$ cat src/hw/adsq_defs.svh
/*
  Constants of the two-unit converter sequencer: register offsets, field
  positions, reset values and code points.
  Assumes a plain register port with a 5-bit word address and 16-bit data.
*/
// How it works
// RL1: writing start bit 0 aborts conversion and returns the unit to idle.
// RL2: writing start 1 begins; single mode clears start when done.
// RL3: continuous scan repeats the group until start is cleared.
// RL4: with auto-clear set, one scan pass clears start then stops.
// RL5: hardware clears start one cycle before it sets the end flag.
// RL6: software writes clock extension and clock select together.
// RL7: unit 0 single codes 0000-0111 pick inputs 0-7; top bit prohibited.
// RL8: unit 0 four-scan: bit 2 picks group start 0/4, low bits count.
// RL9: unit 0 eight-scan converts inputs 0 through n; top bit prohibited.
// RL10: full unit 1 needs channel bit 3 set, maps inputs 8 to 15.
// RL11: reduced unit 1 accepts only 1100/1101; eight-scan prohibited.
// RL12: end flag sets on single completion or full scan pass completion.
// RL13: end flag clears on 0 after reading 1, or transfer result read.
// RL14: writing 1 to the end flag has no effect.
// RL15: interrupt request follows end flag while interrupt enable is 1.
// RL16: unit 0 trigger codes pick timer, eight-bit timer, pin A, pin B.
// RL17: codes 011, 101, 111 start both units at once.
// RL18: unit 1 trigger 010/100/110 decode; code 001 prohibited.
// RL19: scan enable and size choose single, four-scan or eight-scan.
// RL20: clock codes x01/x10/x11 divide by 4/2/1; x00 prohibited.
// RL21: software picks clock while stopped; sets 11 before standby.
// RL22: result stored left-justified in bits 15:6, low six read zero.
// RL23: continuous scan restarts at the group's first channel each pass.
// RL24: per channel start/done handshake; result captured before advancing.
`ifndef ADSQ_DEFS_SVH
`define ADSQ_DEFS_SVH

`define ADSQ_OFF_CSR0      5'h00
`define ADSQ_OFF_CTRL0     5'h01
`define ADSQ_OFF_CSR1      5'h02
`define ADSQ_OFF_CTRL1     5'h03
`define ADSQ_OFF_RES0      5'h10
`define ADSQ_OFF_RES1      5'h18

`define ADSQ_BIT_END_FLAG  7
`define ADSQ_BIT_START     5

`define ADSQ_RST_CSR       8'h00
`define ADSQ_RST_CTRL      8'h00
`define ADSQ_RST_RES       10'h000
`define ADSQ_RES_PAD       6'h00

`define ADSQ_CLK_PROHIB    2'h0

`define ADSQ_TRG_NONE      3'h0
`define ADSQ_TRG_PULSE     3'h2
`define ADSQ_TRG_TIMER8    3'h4
`define ADSQ_TRG_OWN_PIN   3'h6
`define ADSQ_TRG_PIN_B     3'h1
`define ADSQ_TRG_SIM_PULSE 3'h3
`define ADSQ_TRG_SIM_TMR8  3'h5
`define ADSQ_TRG_SIM_PIN_B 3'h7

`endif

$ cat src/hw/adsq_pkg.sv
/*
  Types of the converter sequencer: register layouts, core handshake
  bundles and the unit state.
  Assumes adsq_defs.svh is on the include path.
*/
`default_nettype none
package adsq_pkg;

  typedef struct packed {
    logic       conv_end_flag;
    logic       end_irq_enable;
    logic       conv_start_bit;
    logic       clock_extend_sel;
    logic [3:0] chan_sel;
  } adsq_csr_t;

  typedef struct packed {
    logic       timer_trig_sel_hi;
    logic       timer_trig_sel_lo;
    logic       scan_enable_bit;
    logic       scan_size_sel;
    logic [1:0] clk_sel;
    logic       start_autoclear;
    logic       extended_trig_sel;
  } adsq_ctrl_t;

  typedef struct packed {
    logic       req;
    logic [3:0] chan;
    logic       clock_extend_sel;
    logic [1:0] clk_sel;
  } adsq_core_req_t;

  typedef struct packed {
    logic       done;
    logic [9:0] data;
  } adsq_core_rsp_t;

  typedef enum logic [1:0] {
    ADSQ_IDLE,
    ADSQ_CONV,
    ADSQ_GAP,
    ADSQ_FIN
  } adsq_state_t;

endpackage
`default_nettype wire

$ cat src/hw/adsq_top.sv
/*
  Two-unit successive-approximation converter sequencer: control and status
  registers, trigger decode, channel walk and result store per unit.
  Assumes an analog core per unit answering each request with a one-cycle
  done pulse, timer triggers as one-cycle pulses on clk_i, and trigger pins
  arriving asynchronously.
*/
// Local design decisions: the address map and the address-and-strobe port.
`include "adsq_defs.svh"
`default_nettype none
module adsq_top
  import adsq_pkg::*;
#(
  parameter bit UNIT1_FULL = 1'b1
) (
  // clock and reset
  input  wire logic                 clk_i,
  input  wire logic                 rst_n_i,
  // register port
  input  wire logic [4:0]           addr_i,
  input  wire logic [15:0]          wdata_i,
  input  wire logic                 wr_i,
  input  wire logic                 rd_i,
  output logic      [15:0]          rdata_o,
  // trigger sources and transfer status
  input  wire logic                 pulse_timer_trig_i,
  input  wire logic                 eight_bit_timer_trig_i,
  input  wire logic                 unit0_trigger_pin_a_i,
  input  wire logic                 unit0_trigger_pin_b_i,
  input  wire logic                 unit1_trigger_pin_i,
  input  wire logic [1:0]           xfer_active_i,
  // analog cores
  output adsq_core_req_t [1:0]      core_req_o,
  input  wire adsq_core_rsp_t [1:0] core_rsp_i,
  // interrupts
  output logic [1:0]                conv_end_irq_o
);

  // pin synchronisers: stages 0,1 synchronise, stage 2 is edge history
  logic [2:0] pin_sync_q [3];
  logic [2:0] pin_sync_d [3];
  logic [2:0] pin_raw;
  logic [2:0] pin_rise;
  logic [1:0] sim_hit;
  logic       sim_start;
  logic [15:0] rdata_q;
  logic [15:0] rdata_d;

  assign pin_raw = {unit1_trigger_pin_i, unit0_trigger_pin_b_i,
                    unit0_trigger_pin_a_i};

  for (genvar p = 0; p < 3; p++) begin : pin
    always_comb begin
      pin_sync_d[p] = {pin_sync_q[p][1:0], pin_raw[p]};
    end
    always_ff @(posedge clk_i) begin
      if (!rst_n_i) begin
        pin_sync_q[p] <= 3'h0;
      end else begin
        pin_sync_q[p] <= pin_sync_d[p];
      end
    end
    // only stage 1 and 2 are looked at; stage 0 may be metastable
    assign pin_rise[p] = pin_sync_q[p][1] & ~pin_sync_q[p][2];
  end

  for (genvar u = 0; u < 2; u++) begin : unit
    localparam logic [4:0] CSR_OFF  = (u == 0) ? `ADSQ_OFF_CSR0
                                               : `ADSQ_OFF_CSR1;
    localparam logic [4:0] CTRL_OFF = (u == 0) ? `ADSQ_OFF_CTRL0
                                               : `ADSQ_OFF_CTRL1;
    localparam logic [4:0] RES_OFF  = (u == 0) ? `ADSQ_OFF_RES0
                                               : `ADSQ_OFF_RES1;
    localparam logic       UNIT_BIT = (u == 0) ? 1'b0 : 1'b1;

    adsq_csr_t      csr_q, csr_d;
    adsq_ctrl_t     ctrl_q, ctrl_d;
    adsq_state_t    st_q, st_d;
    adsq_core_req_t req_q, req_d;
    logic [2:0]     idx_q, idx_d;
    logic           seen_q, seen_d;
    logic           irq_q, irq_d;
    logic [9:0]     res_q [8];
    logic [9:0]     res_d [8];
    logic [2:0]     first;
    logic [2:0]     last;
    logic [2:0]     trg;
    logic           single;
    logic           legal;
    logic           own_hit;
    logic           res_rd;

    assign trg = {ctrl_q.timer_trig_sel_hi, ctrl_q.timer_trig_sel_lo,
                  ctrl_q.extended_trig_sel};
    assign res_rd = rd_i && (addr_i[4:3] == RES_OFF[4:3]);

    // channel group and legality of the current setting
    always_comb begin
      single = ~ctrl_q.scan_enable_bit;                         // RL19
      if (single) begin
        first = csr_q.chan_sel[2:0];                            // RL7
        last  = csr_q.chan_sel[2:0];
      end else if (!ctrl_q.scan_size_sel) begin
        first = {csr_q.chan_sel[2], 2'b00};                     // RL8
        last  = {csr_q.chan_sel[2], csr_q.chan_sel[1:0]};
      end else begin
        first = 3'h0;                                           // RL9
        last  = csr_q.chan_sel[2:0];
      end
      legal = (ctrl_q.clk_sel != `ADSQ_CLK_PROHIB);             // RL20
      if (u == 0) begin
        legal = legal && !csr_q.chan_sel[3];                    // RL7
      end else if (UNIT1_FULL) begin
        legal = legal && csr_q.chan_sel[3];                     // RL10
      end else begin
        legal = legal && (csr_q.chan_sel[3:1] == 3'b110)        // RL11
                && !(ctrl_q.scan_enable_bit && ctrl_q.scan_size_sel);
      end
    end

    // own trigger decode; simultaneous codes handled at top level
    always_comb begin
      unique case (trg)
        `ADSQ_TRG_PULSE:   own_hit = pulse_timer_trig_i;        // RL16
        `ADSQ_TRG_TIMER8:  own_hit = eight_bit_timer_trig_i;
        `ADSQ_TRG_OWN_PIN: own_hit = (u == 0) ? pin_rise[0]
                                              : pin_rise[2];    // RL18
        `ADSQ_TRG_PIN_B:   own_hit = (u == 0) ? pin_rise[1]
                                              : 1'b0;           // RL18
        default:           own_hit = 1'b0;
      endcase
    end

    always_comb begin
      csr_d  = csr_q;
      ctrl_d = ctrl_q;
      st_d   = st_q;
      req_d  = req_q;
      idx_d  = idx_q;
      seen_d = seen_q;
      res_d  = res_q;
      // register port
      if (rd_i && addr_i == CSR_OFF && csr_q.conv_end_flag) begin
        seen_d = 1'b1;
      end
      if (wr_i && addr_i == CSR_OFF) begin
        csr_d.end_irq_enable   = wdata_i[6];
        csr_d.conv_start_bit   = wdata_i[`ADSQ_BIT_START];      // RL1 RL2
        csr_d.clock_extend_sel = wdata_i[4];                    // RL6
        csr_d.chan_sel         = wdata_i[3:0];
        // a 1 never sets the flag; a 0 clears only after a read of 1
        if (!wdata_i[`ADSQ_BIT_END_FLAG] && seen_q) begin       // RL14
          csr_d.conv_end_flag = 1'b0;                           // RL13
        end
        seen_d = 1'b0;
      end
      if (wr_i && addr_i == CTRL_OFF) begin
        ctrl_d = adsq_ctrl_t'(wdata_i[7:0]);                    // RL6 RL21
      end
      if (res_rd && xfer_active_i[u]) begin
        csr_d.conv_end_flag = 1'b0;                             // RL13
      end
      if (own_hit || sim_start) begin
        csr_d.conv_start_bit = 1'b1;                            // RL16 RL17
      end
      // sequencer; flag sets below win over the clears above
      unique case (st_q)
        ADSQ_IDLE: begin
          if (csr_q.conv_start_bit) begin
            if (legal) begin
              idx_d     = first;
              req_d.req = 1'b1;                                 // RL2 RL24
              st_d      = ADSQ_CONV;
            end else begin
              csr_d.conv_start_bit = 1'b0;
            end
          end
        end
        ADSQ_CONV: begin
          if (!csr_q.conv_start_bit) begin
            req_d.req = 1'b0;                                   // RL1
            st_d      = ADSQ_IDLE;
          end else if (core_rsp_i[u].done) begin
            res_d[idx_q] = core_rsp_i[u].data;                  // RL24
            req_d.req    = 1'b0;
            st_d         = ADSQ_GAP;
            if (idx_q == last) begin
              if (single || ctrl_q.start_autoclear) begin
                csr_d.conv_start_bit = 1'b0;                    // RL2 RL4
                st_d                 = ADSQ_FIN;                // RL5
              end else begin
                csr_d.conv_end_flag = 1'b1;                     // RL12
                idx_d               = first;                    // RL3 RL23
              end
            end else begin
              idx_d = idx_q + 3'h1;
            end
          end
        end
        ADSQ_GAP: begin
          // one idle cycle between channels keeps req edges distinct
          if (!csr_q.conv_start_bit) begin
            st_d = ADSQ_IDLE;                                   // RL1
          end else begin
            req_d.req = 1'b1;                                   // RL24
            st_d      = ADSQ_CONV;
          end
        end
        ADSQ_FIN: begin
          csr_d.conv_end_flag = 1'b1;                           // RL5 RL12
          st_d                = ADSQ_IDLE;
        end
      endcase
      req_d.chan             = {UNIT_BIT, idx_d};               // RL10
      req_d.clock_extend_sel = csr_q.clock_extend_sel;          // RL20
      req_d.clk_sel          = ctrl_q.clk_sel;
      irq_d = csr_d.conv_end_flag & csr_d.end_irq_enable;       // RL15
    end

    always_ff @(posedge clk_i) begin
      if (!rst_n_i) begin
        csr_q  <= adsq_csr_t'(`ADSQ_RST_CSR);
        ctrl_q <= adsq_ctrl_t'(`ADSQ_RST_CTRL);
        st_q   <= ADSQ_IDLE;
        req_q  <= '0;
        idx_q  <= 3'h0;
        seen_q <= 1'b0;
        irq_q  <= 1'b0;
        for (int i = 0; i < 8; i++) begin
          res_q[i] <= `ADSQ_RST_RES;
        end
      end else begin
        csr_q  <= csr_d;
        ctrl_q <= ctrl_d;
        st_q   <= st_d;
        req_q  <= req_d;
        idx_q  <= idx_d;
        seen_q <= seen_d;
        irq_q  <= irq_d;
        res_q  <= res_d;
      end
    end

    assign core_req_o[u]     = req_q;
    assign conv_end_irq_o[u] = irq_q;
  end

  // simultaneous start codes from either unit start both units
  always_comb begin
    for (int v = 0; v < 2; v++) begin
      sim_hit[v] = 1'b0;
    end
    unique case ({unit[0].trg})
      `ADSQ_TRG_SIM_PULSE: sim_hit[0] = pulse_timer_trig_i;     // RL17
      `ADSQ_TRG_SIM_TMR8:  sim_hit[0] = eight_bit_timer_trig_i;
      `ADSQ_TRG_SIM_PIN_B: sim_hit[0] = pin_rise[1];
      default:             sim_hit[0] = 1'b0;
    endcase
    unique case ({unit[1].trg})
      `ADSQ_TRG_SIM_PULSE: sim_hit[1] = pulse_timer_trig_i;     // RL17
      `ADSQ_TRG_SIM_TMR8:  sim_hit[1] = eight_bit_timer_trig_i;
      `ADSQ_TRG_SIM_PIN_B: sim_hit[1] = pin_rise[1];
      default:             sim_hit[1] = 1'b0;
    endcase
  end
  assign sim_start = |sim_hit;

  // read data, valid the cycle after the strobe; unmapped reads zero
  always_comb begin
    rdata_d = 16'h0000;
    if (rd_i) begin
      if (addr_i == `ADSQ_OFF_CSR0) begin
        rdata_d = {8'h00, unit[0].csr_q};
      end else if (addr_i == `ADSQ_OFF_CTRL0) begin
        rdata_d = {8'h00, unit[0].ctrl_q};
      end else if (addr_i == `ADSQ_OFF_CSR1) begin
        rdata_d = {8'h00, unit[1].csr_q};
      end else if (addr_i == `ADSQ_OFF_CTRL1) begin
        rdata_d = {8'h00, unit[1].ctrl_q};
      end else if (unit[0].res_rd) begin
        rdata_d = {unit[0].res_q[addr_i[2:0]], `ADSQ_RES_PAD};  // RL22
      end else if (unit[1].res_rd) begin
        rdata_d = {unit[1].res_q[addr_i[2:0]], `ADSQ_RES_PAD};  // RL22
      end
    end
  end

  always_ff @(posedge clk_i) begin
    if (!rst_n_i) begin
      rdata_q <= 16'h0000;
    end else begin
      rdata_q <= rdata_d;
    end
  end

  assign rdata_o = rdata_q;

endmodule
`default_nettype wire

$ cat config.mk
export PLATFORM = sky130hd
export DESIGN_NAME = adsq_top
export DESIGN_NICKNAME = d
export VERILOG_FILES = /design/src/hw/adsq_pkg.sv /design/src/hw/adsq_top.sv
export VERILOG_INCLUDE_DIRS = /design/src /design/src/hw
export SDC_FILE = /design/constraint.sdc
export NUM_CORES = 1
export LEC_CHECK = 0
export BUFFER_PORTS_ARGS = -buffer_cell sky130_fd_sc_hd__buf_2
export CAP_MARGIN = 40
export CORE_MARGIN = 5
export CORE_UTILIZATION = 54
export CTS_CLUSTER_DIAMETER = 150
export DETAILED_ROUTE_END_ITERATION = 7
export PLACE_DENSITY = 0.76
export SYNTH_ARGS = -nofsm -noshare
export SYNTH_HDL_FRONTEND = slang
export SYNTH_SLANG_ARGS = --single-unit
$ cat constraint.sdc
create_clock -name clk_i -period 1.8 [get_ports clk_i]
set_input_delay 0.18 -clock clk_i [delete_from_list [all_inputs] [get_ports clk_i]]
set_output_delay 0.18 -clock clk_i [all_outputs]
set_load 0.05 [all_outputs]
Word level (Yosys, flattened, before mapping)

Memories as Yosys holds them, arrays and structs flattened.
Cells that the tools add are included.

Latch bits: 0
Output and inout port bits: 34
ROM bits: 0
Memories: 1
Bits in writable memories: 9
Logic and storage cells: 266
Register bits: 232

Memories:

| memory     | words | width | rd ports | clocked after memory_dff | write ports | line           | text |
|---|---|---|---|---|---|---|---|
| pin_sync_q | 3     | 3     | 3        | 0                        | 3           | adsq_top.sv:40 | `logic [2:0] pin_sync_q [3];` |

Shifts and indexed selects: 0
Bitwise gates (word level): 18
Reductions and logical operators: 42
Equal/unequal tests: 34
Multiply operators: 0
$lt $le $gt $ge: 5
$add $sub $neg: 2
Multiplexer cells: 106
Div/mod/pow operators: 0

Operator list:

| kind                                                                         | count |
|---|---|
| 80-bit bitwise mux                                                           | 2 |
| 10-bit binary-select mux with 3-bit select                                   | 2 |
| 10-bit demux with 3-bit select                                               | 2 |
| 10-bit two-way mux                                                           | 6 |
| 3-bit two-way mux                                                            | 19 |
| 8-bit two-way mux                                                            | 6 |
| 1-bit two-way mux                                                            | 44 |
| 16-bit two-way mux                                                           | 2 |
| 3-bit == test, second input constant                                         | 8 |
| 1-bit logical AND                                                            | 18 |
| 2-bit two-way mux                                                            | 8 |
| 2-bit one-hot mux with 4 select lines                                        | 2 |
| 1-bit one-hot mux with 3 select lines                                        | 5 |
| 2-bit == test, second input constant                                         | 6 |
| 3-bit by 2-bit == test with 1-bit output, second input constant              | 4 |
| 4-bit >= comparator, second input constant                                   | 3 |
| 2-bit != test, second input constant                                         | 6 |
| 3-bit NOT with 4-bit output                                                  | 3 |
| 3-bit one-hot mux with 2 select lines                                        | 2 |
| 3-bit AND reduction                                                          | 4 |
| 5-bit by 2-bit == test with 1-bit output, second input constant              | 2 |
| 5-bit AND reduction                                                          | 2 |
| 4-bit by 1-bit less-than comparator with 1-bit output, second input constant | 2 |
| 1-bit one-hot mux with 2 select lines                                        | 4 |
| 20 further kinds                                                             | 45 |

Logic depth before layout (Yosys ltp)

An unclocked memory read counts as a cell.

Depth after elaboration: 12
Mapped depth: 8

Worst setup path before layout

No wires, ideal clock.

Path type: reg-to-reg
From: register unit[0].idx_q[1]
To: register unit[0].idx_q[1]
Slack: -362 ps
Arrival time: 2066 ps
Required time: 1705 ps
Period minus slack after synthesis: 2162 ps
Library setup time: 95 ps
Stages on the path, launching flop included: 6
Path buffers: 1
Cell sequence: dfxtp_1 buf_2 xor2_1 o311a_1 or3b_2 a221oi_1

Longest elaborated chain between the ends: 5

Ends and longest elaborated chain:

| what                                                                 | line            | text |
|---|---|---|
| from (decl)                                                          | adsq_top.sv:80  | `logic [2:0] idx_q, idx_d;` |
| from (signal assigned)                                               | adsq_top.sv:237 | `idx_q <= idx_d;` |
| 3-bit by 1-bit adder with 3-bit output, or another cell as far along | adsq_top.sv:196 | `idx_d = idx_q + 3'h1;` |
| 3-bit two-way mux                                                    | adsq_top.sv:187 | `if (idx_q == last) begin` |
| 3-bit two-way mux                                                    | adsq_top.sv:183 | `end else if (core_rsp_i[u].done) begin` |
| 3-bit two-way mux                                                    | adsq_top.sv:180 | `if (!csr_q.conv_start_bit) begin` |
| 3-bit one-hot mux with 2 select lines *                              | adsq_top.sv:167 | `unique case (st_q)` |

Mark *: on every way between the ends. The rest lies on a longest branch, timed or not.
A chain may end at the register's enable or synchronous reset.

Final worst setup path

From: register unit[0].idx_q[0]
To: register unit[0].idx_q[0]

Same word-level chain as after synthesis.

==> impl_metrics.tcl <==
set metrics [dict create \
    cts_num_sinks 240 \
    drive_gt1_share_pct 22.9 \
    async_flop_share_pct 0 \
    peakVddDrop_uv 822 \
    max-cap-violations 0 \
    synth_fp_nets 1051 \
    grt_pass1_wl_um 40700 \
    antenna_found_initial 0 \
    worst_setup_path_end_kind "flip-flop" \
    min_period_ps 1750 \
    synth_edf_count 0 \
    synth_area_um2 10400 \
    grt.busiest_layer "met2" \
    postRouteAntennaNets 0 \
    cellPowerDensity_nw_per_um2 877 \
    worst_path_max_delay_cell "or4b_1" \
    holdPathEnd "unit[1].res_q[0]" \
    synth_top_family_by_area "multiplexers" \
    via_per_inst 5.62 \
    first_pass_iters 4 \
    wirelength_um 25100 \
    numCtsBuffers 25 \
    met2_usage_pct 38.7 \
    synth_compound_area_share_pct 5.74 \
    final_common_cell "dfxtp_1" \
    synthSimpleGateAreaFrac_pct 14.3 \
    leakage_nw 5.43 \
    post-route-period-util_pct 97.0 \
    fin_area_um2 12700 \
    slowest_delay_ps 540 \
    die_h_um 149 \
    core-area_um2 18900 \
    required_ps 2250 \
    hold_start "core_rsp_i[11]" \
    place.detailed.hpwl_um 16800 \
    area_delta_synth_final_pct 21.4 \
    syn_inst 995 \
    grt_remaining_overflow 0 \
    synthFlopType "dfxtp_1" \
    drc 0 \
    yosys.area_share.adder_pct 0.240 \
    clk_latency_ps 540 \
    path_class "reg2reg" \
    ys_warn_count 0 \
    crit_fanout 7 \
    insertedDiodeCount 0 \
    grt_max_degree 50 \
    drtIter0Drc 439 \
    hold_depth 3 \
    die_x_um 149 \
    ff2ff_path_depth 5 \
    via_count 7806 \
    syn-mean-instance-area_um2 10.5 \
    reg2reg_to "unit[0].idx_q[0]" \
    setup-violations-final 0 \
    arrival_ps 2190 \
    crit_path_cell_trace "xor2_1 > or4_4 > a31oi_4 > or4b_1 > a31oi_1" \
    synth-seq-area-share_pct 46.0 \
    cts_tree "done" \
    post_drt_wl_per_cell_um 18.1 \
    final_cell_mix "dfxtp_1, nor2_1, mux2i_1" \
    synth_xor_area_share_pct 0.504 \
    r2r_slack_ps 50 \
    slew_violations 0 \
    cts_max_level 1 \
    grt_pass1_vias 7882 \
    status "complete, no violations" \
    timing.rr.start "unit[0].idx_q[0]" \
    final_util_pct 67.1 \
    hold_viol 0 \
    die_area_um2 22200 \
    fin_skew_ps 18.3 \
    place_ws_ps -18.0 \
    rsz0062_at_grt "no" \
    grt_util_all_layers_pct 22.6 \
    clock_tree.buffer_depth 3 \
    initial_core_util_pct 55.2 \
    ys_types 69 \
    root_buffer "clkbuf_16" \
    place_area_um2 11500 \
    place_congestion 0.869 \
    port_buffers 78 \
    rows 50 \
    setup_ws_ps 53.7 \
    grtUsageMet1_pct 29.1 \
    synthMuxAreaShare_pct 29.0 \
    start_kind "flip-flop" \
    hold_class "in2reg" \
    synth-seq-cells 240 \
    io_pins 88 \
    max_freq_ghz 0.573 \
    finalNetCount 1165 \
    use_met3_pct 3.98 \
    path_clk_slew_ps 60 \
]
==> metal layers <==
| metal | share of wire (%) | wire length, µm |
|---|---|---|
| met1 | 43 | 10800 |
| met3 | 5.4 | 1350 |
| met2 | 49 | 12300 |
| met4 | 2.8 | 712 |
| met5 | 0 | 0 |
==> report_power, final <==
group	leakage, nW	internal, W	total, W	switching [W]
logic	3.08	0.000229	0.000570	0.000341
registers	1.94	0.00533	0.00534	0.0000109
clock network	0.409	0.00308	0.00520	0.00212
==> flip-flops by register name (all words and copies together) (netlist names) <==
name and cells:
unit.res_q 160, pin_sync_q 9, unit.csr_q 16, unit.irq_q 2
unit.st_q 4, unit.idx_q 6, unit.seen_q 2, unit.ctrl_q 16
core_req_o 9, rdata_o 16
==> cell usage after synthesis (all sizes together), types with 3 or more instances <==
master    n  area (µm²)
dfxtp   240        4800
nor2    208         786
mux2i   191        1910
clkbuf   56         210
mux4     46        1040
buf      35         195
nand2    23        86.3
and2     22         138
nor2b    14        87.6
a21oi    13        65.1
nand3    11        55.1
nor3     10        66.3
o21ai    10        50.0
a22oi     9        67.6
a31oi     9        71.3
a211oi    8        60.1
a221oi    7        61.3
inv       7        26.3
mux2      6        67.6
nand2b    5        31.3
nand4b    4        35.0
nor3b     4        30.0
o211ai    4        30.0
a32oi     3        26.3
and3      3        18.8
nand3b    3        22.5
nand4     3        18.8
xnor2     3        26.3
xor2      3        26.3
==> stage by stage <==
step / total power (W) / std cells / hold slack [ps] / TNS [ps]
3_3_place_gp: 0.00596 / 1309 / 389 / -17.4
5_1_grt: 0.0115 / 1388 / 31.8 / 0
2_1_floorplan: 0.00577 / 995 / 208 / -48.0
6_report: 0.0111 / 1388 / 26.4 / 0
4_1_cts: 0.0112 / 1388 / 3.00 / 0
3_5_place_dp: 0.00596 / 1309 / 394 / -38.6
==> worst max path at each step <==
stage,start,endpoint,slack [ps],cells past startpoint
3_5_place_dp,addr_i[2],unit[0].csr_q[5],-20,6
3_3_place_gp,addr_i[2],unit[0].csr_q[5],-10,6
4_1_cts,unit[0].csr_q[3],unit[0].idx_q[0],20,6
6_report,unit[0].idx_q[0],unit[0].idx_q[0],50,5
5_1_grt,unit[0].csr_q[3],unit[0].idx_q[0],0.01,6
2_1_floorplan,unit[0].idx_q[1],unit[0].idx_q[1],-50,6
==> repair_timing <==
action,4_1_cts,5_1_grt
hold endpoints to repair,130,0
pin swaps,1,2
hold buffers,32,0
setup buffers,1,0
resized for setup,1,3
endpoints found under the setup margin,13,19
==> kinds of logic after synthesis <==
group	Yosys count
and+or+nand+nor	322
muxes	243
DFF	240
buffers and inverters	99
AOI/OAI and AO/OA	82
xor gates and xnor gates	6
adders and majority gates	2
other	1
==> critical path, delay by kind of cell, from the launching register on <==
kind | cells | cell delay, ps
AOI/OAI and AO/OA | 2 | 260
xor gates and xnor gates | 1 | 280
DFF | 1 | 380
and+or+nand+nor | 2 | 750
==> area by class of cell <==
cell class	instances	area, µm²
Sequential cell	240	4820
Multi-Input combinational cell	656	5260
Tap cell	260	325
Clock inverter	9	113
Clock buffer	37	722
Timing Repair Buffer	178	1400
Inverter	8	35.0
Fill cell	1459	6220
No activity file was read; power rests on OpenSTA's default activity.
